<file path="src/include/t0a_map.svh">
// constants for the t0 apdu transport block
`ifndef T0A_MAP_SVH
`define T0A_MAP_SVH
// ----------------------------------------------------------------------
// procedure and status bytes
// ----------------------------------------------------------------------
`define T0A_PB_MORE      8'h61
`define T0A_PB_WRONG_LEN 8'h6c
`define T0A_SW1_OK       8'h90
`define T0A_SW2_OK       8'h00
`define T0A_SW1_FALLBACK 8'h6f
`define T0A_SW2_FALLBACK 8'h00
// ----------------------------------------------------------------------
// header layout and lengths
// ----------------------------------------------------------------------
`define T0A_HDR_LAST     3'd4
`define T0A_IDX_INS      3'd1
`define T0A_IDX_P1       3'd2
`define T0A_IDX_P2       3'd3
`define T0A_FULL_LEN     9'h100
`endif

</file>
<file path="src/include/t0a_pkg.sv">
// types for the t0 apdu transport block
package t0a_pkg;
    typedef enum logic [2:0] {
        ST_HDR, ST_APPH, ST_RXD, ST_EXEC, ST_TXD, ST_SW1, ST_SW2
    } t0a_state_e;
    typedef enum logic [1:0] {
        K_C2, K_C3, K_C4
    } t0a_kind_e;
endpackage

</file>
<file path="src/t0a_transport.sv">
// card side t=0 transport exchange engine for apdu cases 2, 3 and 4
// Overview of operation
// terminal always opens with five-byte header
// case 2: data then status, or status
// terminal fills response body and trailer
// case 3 length byte equals Lc, 1..255
// terminal sends data under procedure byte control
// case 3: status after data and execution
// terminal strips Le from case 4 body
// case 4: 61xx, or non-9000 status
// terminal get response length within xx
// terminal retrieves warning data with Le 00
// get response handled as case 2
// 61xx/6Cxx only for cases 2 and 4
// terminal resends header after 6Cxx
// error status may replace procedure bytes
// Le too long: 6C plus available length
// Le matches: Le bytes then status
// Le short: Le bytes then 61xx
// 9000 completes; 61/6C mean incomplete
// terminal keeps waiting on 60 byte
`timescale 1ns/100ps
`default_nettype none
`include "t0a_map.svh"

module t0a_transport
    import t0a_pkg::*;
(
    // clock and reset
    input  wire logic       i_clk_sys,
    input  wire logic       i_rst_b,
    // bytes from the character layer
    input  wire logic       i_rx_valid,
    input  wire logic [7:0] i_rx_byte,
    // bytes to the character layer
    output logic            o_tx_valid,
    output logic      [7:0] o_tx_byte,
    input  wire logic       i_tx_ready,
    // header handed to the card application
    output logic            o_hdr_valid,
    output logic      [7:0] o_ins,
    output logic      [7:0] o_p1,
    output logic      [7:0] o_p2,
    output logic      [7:0] o_p3,
    // verdict from the card application
    input  wire logic       i_app_done,
    input  wire logic       i_case_data,
    input  wire logic       i_abnormal,
    input  wire logic [8:0] i_avail_len,
    input  wire logic [7:0] i_sw1,
    input  wire logic [7:0] i_sw2,
    // command data to the application
    output logic            o_cmd_valid,
    output logic      [7:0] o_cmd_byte,
    output logic            o_exec_start,
    // response data from the application
    output logic      [7:0] o_resp_idx,
    input  wire logic [7:0] i_resp_byte,
    output logic            o_done
);
    // ------------------------------------------------------------------
    // state
    // ------------------------------------------------------------------
    t0a_state_e st_q, st_d;
    t0a_kind_e  kind_q, kind_d;
    logic [2:0] hdr_cnt_q;
    logic [8:0] le_q, le_d;
    logic [8:0] cnt_q, cnt_d;
    logic [7:0] sw1_q, sw1_d, sw2_q, sw2_d;
    logic       tail_more_q, tail_more_d;
    logic       ld_en;
    logic [7:0] ld_byte;
    // ------------------------------------------------------------------
    // decode
    // ------------------------------------------------------------------
    wire        tx_free  = !o_tx_valid || i_tx_ready;
    // p3 of zero asks for the full 256 bytes on an outgoing transfer
    wire  [8:0] le_w     = (o_p3 == 8'h00) ? `T0A_FULL_LEN : {1'b0, o_p3};
    wire        le_long  = le_w > i_avail_len;
    wire        le_equal = le_w == i_avail_len;
    wire  [8:0] rest_w   = i_avail_len - le_w;
    // abnormal completion must never report plain success
    wire        sw_ok    = (i_sw1 == `T0A_SW1_OK) && (i_sw2 == `T0A_SW2_OK);
    wire        sw_fix   = i_abnormal && sw_ok;
    wire  [7:0] sw1_app  = sw_fix ? `T0A_SW1_FALLBACK : i_sw1;
    wire  [7:0] sw2_app  = sw_fix ? `T0A_SW2_FALLBACK : i_sw2;
    wire        data_end = cnt_q == le_q;
    // ------------------------------------------------------------------
    // exchange sequencer
    // ------------------------------------------------------------------
    // the apph ins byte skips the ready wait: the terminal is silent then
    always_comb begin
        st_d        = st_q;
        kind_d      = kind_q;
        le_d        = le_q;
        cnt_d       = cnt_q;
        sw1_d       = sw1_q;
        sw2_d       = sw2_q;
        tail_more_d = tail_more_q;
        ld_en       = 1'b0;
        ld_byte     = o_ins;
        case (st_q)
            ST_HDR: if (i_rx_valid && hdr_cnt_q == `T0A_HDR_LAST) st_d = ST_APPH;
            ST_APPH: begin
                if (i_app_done) begin
                    cnt_d = 9'h000;
                    sw1_d = sw1_app;
                    sw2_d = sw2_app;
                    if (i_case_data) begin
                        kind_d = K_C3;
                        le_d   = {1'b0, o_p3};
                        if (i_abnormal) begin
                            st_d = ST_SW1;
                        end else begin
                            ld_en = 1'b1;                               // ins: send data
                            st_d  = ST_RXD;
                        end
                    end else begin
                        kind_d = K_C2;
                        le_d   = le_w;
                        if (i_abnormal) begin
                            st_d = ST_SW1;
                        end else if (le_long) begin
                            sw1_d = `T0A_PB_WRONG_LEN;
                            sw2_d = i_avail_len[7:0];
                            st_d  = ST_SW1;
                        end else begin
                            ld_en       = 1'b1;
                            tail_more_d = !le_equal;
                            if (!le_equal) begin
                                sw1_d = `T0A_PB_MORE;
                                sw2_d = rest_w[7:0];
                            end
                            st_d = ST_TXD;
                        end
                    end
                end
            end
            ST_RXD: begin
                if (i_rx_valid) cnt_d = cnt_q + 9'h001;
                if (data_end) st_d = ST_EXEC;
            end
            ST_EXEC: begin
                if (i_app_done) begin
                    sw1_d = sw1_app;
                    sw2_d = sw2_app;
                    // a normal verdict here with a response means case 4
                    if (!i_case_data && !i_abnormal) begin
                        kind_d = K_C4;
                        sw1_d  = `T0A_PB_MORE;
                        sw2_d  = i_avail_len[7:0];
                    end
                    st_d = ST_SW1;
                end
            end
            ST_TXD: begin
                if (data_end) begin
                    st_d = ST_SW1;
                end else if (tx_free) begin
                    ld_en   = 1'b1;
                    ld_byte = i_resp_byte;
                    cnt_d   = cnt_q + 9'h001;
                end
            end
            ST_SW1: begin
                if (tx_free) begin
                    ld_en   = 1'b1;
                    ld_byte = sw1_q;
                    st_d    = ST_SW2;
                end
            end
            ST_SW2: begin
                if (tx_free) begin
                    ld_en   = 1'b1;
                    ld_byte = sw2_q;
                    st_d    = ST_HDR;
                end
            end
            default: st_d = ST_HDR;
        endcase
    end
    // ------------------------------------------------------------------
    // state registers
    // ------------------------------------------------------------------
    always_ff @(posedge i_clk_sys) begin
        if (!i_rst_b) begin
            st_q        <= ST_HDR;
            kind_q      <= K_C2;
            le_q        <= 9'h000;
            cnt_q       <= 9'h000;
            sw1_q       <= 8'h00;
            sw2_q       <= 8'h00;
            tail_more_q <= 1'b0;
        end else begin
            st_q        <= st_d;
            kind_q      <= kind_d;
            le_q        <= le_d;
            cnt_q       <= cnt_d;
            sw1_q       <= sw1_d;
            sw2_q       <= sw2_d;
            tail_more_q <= tail_more_d;
        end
    end
    // ------------------------------------------------------------------
    // header capture
    // ------------------------------------------------------------------
    always_ff @(posedge i_clk_sys) begin
        if (!i_rst_b) begin
            hdr_cnt_q   <= 3'd0;
            o_hdr_valid <= 1'b0;
            o_ins       <= 8'h00;
            o_p1        <= 8'h00;
            o_p2        <= 8'h00;
            o_p3        <= 8'h00;
        end else begin
            o_hdr_valid <= st_q == ST_HDR && st_d == ST_APPH;
            if (st_q == ST_HDR && i_rx_valid) begin
                hdr_cnt_q <= (hdr_cnt_q == `T0A_HDR_LAST) ? 3'd0 : hdr_cnt_q + 3'd1;
                if (hdr_cnt_q == `T0A_IDX_INS) o_ins <= i_rx_byte;
                if (hdr_cnt_q == `T0A_IDX_P1)  o_p1  <= i_rx_byte;
                if (hdr_cnt_q == `T0A_IDX_P2)  o_p2  <= i_rx_byte;
                if (hdr_cnt_q == `T0A_HDR_LAST) o_p3 <= i_rx_byte;
            end
        end
    end
    // ------------------------------------------------------------------
    // byte outputs and application strobes
    // ------------------------------------------------------------------
    always_ff @(posedge i_clk_sys) begin
        if (!i_rst_b) begin
            o_tx_valid   <= 1'b0;
            o_tx_byte    <= 8'h00;
            o_cmd_valid  <= 1'b0;
            o_cmd_byte   <= 8'h00;
            o_exec_start <= 1'b0;
            o_resp_idx   <= 8'h00;
            o_done       <= 1'b0;
        end else begin
            if (ld_en) begin
                o_tx_valid <= 1'b1;
                o_tx_byte  <= ld_byte;
            end else if (i_tx_ready) begin
                o_tx_valid <= 1'b0;
            end
            o_cmd_valid  <= st_q == ST_RXD && i_rx_valid && !data_end;
            o_cmd_byte   <= i_rx_byte;
            o_exec_start <= st_q == ST_RXD && data_end;
            o_resp_idx   <= cnt_d[7:0];
            o_done       <= st_q == ST_SW2 && tx_free;
        end
    end

    wire sw1_out = st_q == ST_SW1 && tx_free;
endmodule
`default_nettype wire

</file>
<file path="config.mk">
export PLATFORM = sky130hd
export DESIGN_NAME = t0a_transport
export DESIGN_NICKNAME = d
export VERILOG_FILES = /design/src/include/t0a_pkg.sv /design/src/t0a_transport.sv
export VERILOG_INCLUDE_DIRS = /design/src /design/src/include
export SDC_FILE = /design/constraint.sdc
export NUM_CORES = 1
export LEC_CHECK = 0
export ABC_AREA = 1
export BUFFER_PORTS_ARGS = -buffer_cell sky130_fd_sc_hd__buf_2
export CORE_MARGIN = 8
export CORE_UTILIZATION = 45
export DETAILED_ROUTE_END_ITERATION = 8
export PLACE_DENSITY = 0.68
export SYNTH_ARGS = -nofsm -noshare
export SYNTH_HDL_FRONTEND = slang
export SYNTH_SLANG_ARGS = --single-unit
</file>
<file path="constraint.sdc">
create_clock -name i_clk_sys -period 3.1 [get_ports i_clk_sys]
set_input_delay 0.31 -clock i_clk_sys [delete_from_list [all_inputs] [get_ports i_clk_sys]]
set_output_delay 0.31 -clock i_clk_sys [all_outputs]
set_load 0.02 [all_outputs]
</file>
======== Word level (Yosys, flattened, before mapping) ========
Index checks and enable logic that the tools add are counted.
W data, S select, Z words.
operators by class
  mux-type cells .......................... 53
  reduce and logical (&&, ||, !) cells .... 29
  magnitude comparators ................... 1
  equality and inequality tests ........... 19
  add/subtract/negate cells ............... 3
operators by type and width
  cell                   count
  $mux W8                20
  $mux W9                6
  $pmux W8 S2            2
  $mux W3                10
  $pmux W9 S3            1
  $pmux W8 S3            1
  $pmux W3 S7            1
  $eq A9 B9 Y1           2
  $logic_not A8 Y1       2
  $eq A3 B2 Y1 const B   4
  $eq A3 B3 Y1 const B   4
  $mux W1                11
  $logic_and A1 B1 Y1    10
  $ne A2 B2 Y1 const B   5
  $reduce_and A2 Y1      5
  $add A9 B1 Y9 const B  1
  $eq A3 B1 Y1 const B   3
  $gt A9 B9 Y1           1
  $eq A8 B8 Y1 const B   1
  $sub A8 B8 Y8          1
  $reduce_and A5 Y1      1
  $logic_not A1 Y1       4
  $reduce_bool A2 Y1     2
  $add A3 B1 Y3 const B  1
  6 further kinds        6
storage, ports and cells
  output and inout port bits .............. 61
  flip-flop bits (word level) ............. 93

======== Depth between registers and ports, before layout ========
Gate-level depths: netlist of the first run.
  depth in word-level cells ............... 10
  gate-level depth with buffers ........... 15
  mapped depth without buffers ............ 14

======== Worst setup path after synthesis of the first run ========
No wires, ideal clock.
  kind .................................... register to register
  start ................................... reg o_p3[1]
  end ..................................... reg o_tx_byte[1]
  required time ........................... 2989 ps
  data arrival time ....................... 2143 ps
  library setup time ...................... 111 ps
  stages on the path, launching flop included .. 15
  slack ................................... 846 ps
  buffers on the path ..................... 0
  cell sequence ........................... dfxtp_1 inv_1 nand4_1 nor4_1 ha_1 nand2_1 inv_1 a21oi_1 nand3_2 nand3_1 nand3_2 nand2_8 inv_4 nor2_1 nor2_1
between the ends
  longest elaborated chain between the ends .. 8
RTL lines
  item                    RTL line              text
  start, declared         t0a_transport.sv:44   output logic [7:0] o_p3,
  start signal, assigned  t0a_transport.sv:222  if (hdr_cnt_q == `T0A_HDR_LAST) o_p3 <= i_rx_byte;
  $logic_not A8 Y1        t0a_transport.sv:78   wire [8:0] le_w = (o_p3 == 8'h00) ? `T0A_FULL_LEN : {1'b0, o_p3};
  $mux W9 *               t0a_transport.sv:78
  $gt A9 B9 Y1 *          t0a_transport.sv:79   wire le_long = le_w > i_avail_len;
  $mux W1 *               t0a_transport.sv:123  end else if (le_long) begin
  $mux W1 *               t0a_transport.sv:121  if (i_abnormal) begin
  $mux W1 *               t0a_transport.sv:109  if (i_case_data) begin
  $mux W1 *               t0a_transport.sv:105  if (i_app_done) begin
  $pmux W1 S3 *           t0a_transport.sv:102  case (st_q)
  end signal, assigned    t0a_transport.sv:241  o_tx_byte <= ld_byte;
  end, declared           t0a_transport.sv:37   output logic [7:0] o_tx_byte,
Every way passes the cells marked *; elsewhere a longest branch is shown, timed or not.
A chain may end at the register's enable or synchronous reset.

======== Worst setup path after layout of the first run ========
  start ................................... reg o_p3[5]
  end ..................................... reg o_tx_byte[7]
The elaborated chain is that of the path after synthesis.

==> summary.md, run 1 <==
| Metric | Value |
|---|---|
| Pwr dens | `roughly 440 nW/um^2` |
| Top_reg_cell synth | `dfxtp_1` |
| Ys async rst share | `0%` |
| Synthesized area | `between 5000 and 6000 um^2` |
| Die Height | `around 120 um` |
| CP Depth | `14` |
| FP Rows | `39` |
| Netlist cell types | `42` |
| Inserted Diodes | `0` |
| Most frequent cell after synthesis | `nand2_1` |
| Finished Core Util | `52.8%` |
| First-pass detailed-route iteration total | `7` |
| Hold_sp | `i_rx_valid` |
| # port buffers | `between 100 and 150` |
| Largest net degree at the start of global routing | `66` |
| Htree depth | `3` |
| Slew headroom | `40.2%` |
| Crit path kind | `register to register` |
| Crit Reg-Reg Startpoint | `o_p3[5]` |
| Max Buffers Root-to-Sink | `2` |
| DR vias | `between 5000 and 6000` |
| Vias in the first global route | `5270` |
| Minimum clock period | `around 2.8 ns` |
| Die Footprint | `between 15000 and 20000 um^2` |
| Clk sinks | `between 90 and 100` |
| # setup viols final | `0` |
| FF+latch count, synth | `93` |
| Setup WS post-layout | `0.316 ns` |
| First-pass GRT wire length | `around 26000 um` |
| Max Clock Skew | `between 0.008 and 0.009 ns` |
| Final Max Tran Viols | `0` |
| Total power | `approximately 2.6 mW` |
| CP required | `around 3.4 ns` |
| Pre-CTS WS | `~0.40 ns` |
| Worst Path Arrival | `about 3.0 ns` |
| Source of the critical timing path | `o_p3[5]` |
| Drt total wl | `~16000 um` |
| CP top delay family | `simple AND/OR/NAND/NOR gates` |
| Layout cell share with drive strength beyond 1 | `19.7%` |
| Startpoint types | `register` |
| Global Route Usage Sum | `between 20% and 30%` |
| Root Driver | `clkbuf_16` |
| Post-CTS Hold Fix Bufs | `0` |
| EDFF count, synth | `0` |
| Synth-to-Final Area Change | `16.4%` |
| Critical Path Fanout Max | `10` |
| Hold/Removal Path Class | `input pin to register` |
| Clk_lat worst skew | `between 0.3 and 0.4 ns` |
| Post-synthesis sequential area ratio | `a little over a third` |
| RSZ-0062 raised after global routing | `no` |
| Syn_nets | `800` |
| Worst hold stages | `3` |
| Reg-to-reg slack, setup | `0.32 ns` |
| Grt ovf | `0` |
| Leakage | `about 2.9 nW` |
| Drt wl/cell | `16.7 um` |
| Antenna violations before repair | `0` |
| Achievable Freq | `roughly 0.36 GHz` |
| Nets@finish | `about 900` |
| Crit. End Element | `register` |
| Core area | `about 11000 um^2` |
| Reg clk slew, reported paths | `approximately 0.07 ns` |
| Initial DRC count | `~340` |
| Final-report hold violation count | `0` |
| Peak supply drop | `between 300 and 400 uV` |
| Dpl hpwl | `12600 um` |
| Area share of the largest cell type after synthesis | `36.4%` |
| Outcome | `finished, final reports clean` |
| Top post-synthesis cells by area | `dfxtp_1 36%, nand2_1 9.8%, a21oi_1 7.3%` |
| CTS tree | `done` |
| CP Cell Sequence | `inv_1, nand2_1, nor4_1, ha_1, nand2_1, inv_1, a21oi_1, nand3_2, nand3_1, nand3_2, nand2_8, inv_4, nor2_1, nor2_1` |
| Commonest cells in the netlist | `133 x nand2_1, 99 x nor2_1, 93 x dfxtp_1` |
| Max incr delay on CP | `~0.52 ns` |
| Remaining DRCs | `0` |
| CP bufs+invs | `3` |
| Syn avg cell area | `~7.0 um^2` |
| Worst-margin pin slew | `0.892 ns` |
| R2R cell count | `14` |
| Max-cap viol count | `0` |
| Starting density of the core | `between 40% and 50%` |
| Post-CTS setup buffers | `0` |
| Setup TNS | `0 ns` |
| Die Wd | `~120 um` |
| Post-synth top area cell | `dfxtp_1` |
| Placer Congestion | `around 0.94` |
| Worst path slowest cell | `nor4_1` |
| TritonCTS buffer count | `9` |
| Mapped Cells | `between 700 and 800` |
| Post-cts sizing count | `0` |
| Yosys warnings | `0` |
| Period Utilization, post-route | `roughly 90%` |
| Final ANT Viol Nets | `0` |
| Vias per cell | `about 5.4` |
| I/O pins | `about 110` |
==> final timing paths <==
path / end
setup / recovery: o_tx_byte[7]
hold / removal: o_cmd_valid
setup reg to reg: o_tx_byte[7]
hold reg to reg: o_p2[0]
==> registers in the layout, indices dropped and copies added (netlist names) <==
| signal | count |
|---|---|
| cnt_q | 9 |
| le_q | 9 |
| o_cmd_byte | 8 |
| o_ins | 8 |
| o_p1 | 8 |
| o_p2 | 8 |
| o_p3 | 8 |
| o_tx_byte | 8 |
| sw1_q | 8 |
| sw2_q | 8 |
| hdr_cnt_q | 3 |
| st_q | 3 |
| o_cmd_valid | 1 |
| o_done | 1 |
| o_exec_start | 1 |
| o_hdr_valid | 1 |
| o_tx_valid | 1 |
==> worst min-delay path, stage by stage <==
cell,delay (ns)
buf_2,0.11
nand3_1,0.07
nor2_1,0.04
==> metal layers <==
layer / GRT usage, % / share of wire (%)
met1: 25.9 / 41
met2: 37.8 / 49
met3: 4.23 / 6.7
met4: 10.4 / 3.0
met5: 0 / 0
==> final cells by class <==
class	count	area, um^2
Multi-Input combinational cell	521	2770
Clock inverter	6	46.3
Clock buffer	10	229
Fill cell	1120	5320
Inverter	82	310
Sequential cell	93	1860
Timing Repair Buffer	110	556
Tap cell	143	179
==> through the flow <==
step	std cells	hold slack (ns)	cell area [um^2]
CTS	965	0.210	5950
finish	965	0.221	5950
global placement	949	0.447	5680
detailed placement	949	0.455	5680
global route	965	0.228	5950
floorplan	729	0.403	5110
==> power breakdown <==
group / total, mW / switching (mW) / internal [mW]
sequential: 1.25 / 0.0199 / 1.23
combinational: 0.357 / 0.242 / 0.114
clock: 1.04 / 0.489 / 0.549
total: 2.64 / 0.752 / 1.89
==> placed cells by master (no fill, tap or decap), types with 3 or more instances in the layout <==
cell	n
nand2_1	133
buf_2	108
nor2_1	99
dfxtp_1	93
inv_1	76
a21oi_1	75
o21ai_0	53
nand3_1	45
ha_1	22
xnor2_1	11
nand4_1	10
clkbuf_16	9
nand2_2	7
nand3b_1	7
nor2_2	6
nor3_1	5
inv_2	4
nor2_4	4
nand2_4	4
o211ai_1	4
a221oi_1	4
xor2_1	3
nand3_2	3
nor3b_1	3
a31oi_1	3
==> kinds of logic (layout without fill, tap and decap cells) <==
family / count (synthesis) / count (layout) / share of synthesized area, %
and+or+nand+nor: 334 / 334 / 29.9
adders and majority gates: 23 / 23 / 5.78
xor gates and xnor gates: 14 / 14 / 2.40
buffers and inverters: 115 / 208 / 9.37
AOI/OAI and AO/OA: 150 / 150 / 16.1
DFF: 93 / 93 / 36.4
Power figures use the tool's default switching activity.
==> run 2, diff against run 1 <==
clock period = 3 ns   (was 3.1 ns; I/O delays follow)
==> summary.md, run 2 (synthesis results as in run 1) <==
| Metric | Value |
|---|---|
| Outcome | `finished, final reports clean` |
| Pwr dens | `459 nW/um^2 (+3.5%)` |
| Clk sinks | `93 (unchanged)` |
| Max Clock Skew | `0.00784 ns (-0.000668 ns)` |
| Dpl hpwl | `12600 um (-0.33%)` |
| Crit. End Element | `register` |
| Drt wl/cell | `16.8 um (+0.56%)` |
| First-pass GRT wire length | `25900 um (-0.42%)` |
| DR vias | `5212 (-0.67%)` |
| # setup viols final | `0 (unchanged)` |
| Worst Path Arrival | `3.00 ns (-0.03 ns)` |
| Leakage | `2.86 nW (+0.21%)` |
| Final ANT Viol Nets | `0 (unchanged)` |
| Vias in the first global route | `5274 (+0.076%)` |
| I/O pins | `109 (unchanged)` |
| RSZ-0062 raised after global routing | `no` |
| # placed instances | `950 (+0.11%)` |
| CP required | `3.25 ns (-0.10 ns)` |
| TritonCTS buffer count | `9 (unchanged)` |
| FP Rows | `39 (unchanged)` |
| Placer Congestion | `0.948 (+0.51%)` |
| Post-CTS setup buffers | `0 (unchanged)` |
| Final Max Tran Viols | `0 (unchanged)` |
| GR peak layer | `met2` |
| Layout cell share with drive strength beyond 1 | `19.7% (-0.024 points)` |
| Most common cell after layout, fill and taps aside | `nand2_1` |
| Nets@finish | `889 (+0.11%)` |
| CP Depth | `14 (unchanged)` |
| Clk_lat worst skew | `0.35 ns (about the same)` |
| Max Buffers Root-to-Sink | `2 (unchanged)` |
| Die Footprint | `15000 um^2 (unchanged)` |
| Worst path slowest cell | `nor4_1` |
| Largest net degree at the start of global routing | `37 (-44%)` |
| Worst-margin pin slew | `0.572 ns (-0.320 ns)` |
| Startpoint types | `register` |
| Biggest regs | `cnt_q x9, le_q x9` |
| Root Driver | `clkbuf_16` |
| Hold Worst Slack | `0.217 ns (-0.00367 ns)` |
| Period Utilization, post-route | `91.7% (+1.9 points)` |
| CP Cell Sequence | `inv_1, nand4_1, nor4_1, ha_1, nand2_1, inv_1, a21oi_1, nand3_2, nand3_1, nand3_2, nand2_8, inv_4, nor2_1, nor2_1` |
| CP top delay family | `simple AND/OR/NAND/NOR gates` |
| Post-CTS Hold Fix Bufs | `0 (unchanged)` |
| Drt total wl | `16200 um (+0.67%)` |
| Critical Path Fanout Max | `10 (unchanged)` |
| Post-cts sizing count | `0 (unchanged)` |
| Fin cells | `966 (+0.10%)` |
| Hold/Removal Path Class | `input pin to register` |
| Global Route Usage Sum | `22.1% (+0.12 points)` |
| Commonest cells after routing, fill and taps aside | `133 x nand2_1, 108 x buf_2, 99 x nor2_1` |
| Initial DRC count | `441 (+30%)` |
| Peak supply drop | `513 uV (+54%)` |
| CP bufs+invs | `3 (unchanged)` |
| # port buffers | `108 (unchanged)` |
| Crit path kind | `register to register` |
| Minimum clock period | `2.75 ns (-0.0329 ns)` |
| Final-report hold violation count | `0 (unchanged)` |
| Die Wd | `123 um (unchanged)` |
| CTS tree | `done` |
| Vias per cell | `5.40 (-0.77%)` |
| Met3 Use GR | `5.47% (+1.2 points)` |
| Die Height | `123 um (unchanged)` |
| Worst hold stages | `3 (unchanged)` |
| First-pass detailed-route iteration total | `5 (-2)` |
| Max-cap viol count | `0 (unchanged)` |
| Antenna violations before repair | `0 (unchanged)` |
| Max incr delay on CP | `0.45 ns (-0.07 ns)` |
| Synth-to-Final Area Change | `16.6%` |
| Met2 GRT Util | `36.7% (-1.2 points)` |
| Setup TNS | `0 ns (unchanged)` |
| Htree depth | `3 (unchanged)` |
| Grt ovf | `0 (unchanged)` |
| Inserted Diodes | `0 (unchanged)` |
| Remaining DRCs | `0 (unchanged)` |
| Reg clk slew, reported paths | `0.07 ns (about the same)` |
| Slew headroom | `61.5% (+21 points)` |
| R2R cell count | `14 (unchanged)` |
| Total power | `2.74 mW (+3.7%)` |
| M1 GR Usage | `26.2% (+0.33 points)` |
| Finished Core Util | `52.9% (+0.067 points)` |
| Achievable Freq | `0.363 GHz (+1.2%)` |
| Starting density of the core | `45.4% (unchanged)` |
| Core area | `11300 um^2 (unchanged)` |
[run 2: changes by cell type in the layout (fill, tap and decap cells not counted)]
cell	previous run	this run
buf_4	2	3
clkbuf_1	1	2
clkinv_2	1	0
clkinv_4	1	2
clkinvlp_4	2	1
[run 2: power breakdown]
part           internal (mW)  total (mW)  leakage, nW  switching [mW]
Sequential              1.27        1.29        0.754          0.0206
Clock                  0.572        1.08        0.131           0.510
Combinational          0.119       0.368         1.98           0.250
Total                   1.96        2.74         2.86           0.781
[run 2: cell type report]
class                           count  area [um^2]
Fill cell                        1099         5310
Multi-Input combinational cell    521         2770
Sequential cell                    93         1860
Timing Repair Buffer              111          563
Inverter                           82          310
Clock buffer                       11          233
Tap cell                          143          179
Clock inverter                      5         42.5
[run 2: worst paths after layout]
kind	startpoint	end	slack, ns
worst max-delay path	o_p3[1]	o_tx_byte[7]	0.25
worst min-delay path	i_rx_valid	o_cmd_valid	0.22
worst max register to register	o_p3[1]	o_tx_byte[7]	0.25
worst min register to register	o_p2[6]	o_p2[6]	0.47
[run 2: worst min-delay path: cells and delay by family]
family,cells,cell delay (ns)
buffers and inverters,1,0.11
and+or+nand+nor,2,0.12
[run 2: through the flow]
step                worst slack [ns]  instance area [um^2]
floorplan                      0.746                  5110
global placement               0.577                  5690
detailed placement             0.315                  5690
CTS                            0.312                  5960
global route                  0.0421                  5960
finish                         0.249                  5960
[run 2: routing by layer]
layer  part of all wire [%]  wire length, um  vias up
met5                      0                0        -
met4                    3.8              623        0
met3                    6.2             1010       43
met2                     47             7640      203
met1                     43             6910     2420
li1                       -                -     2546
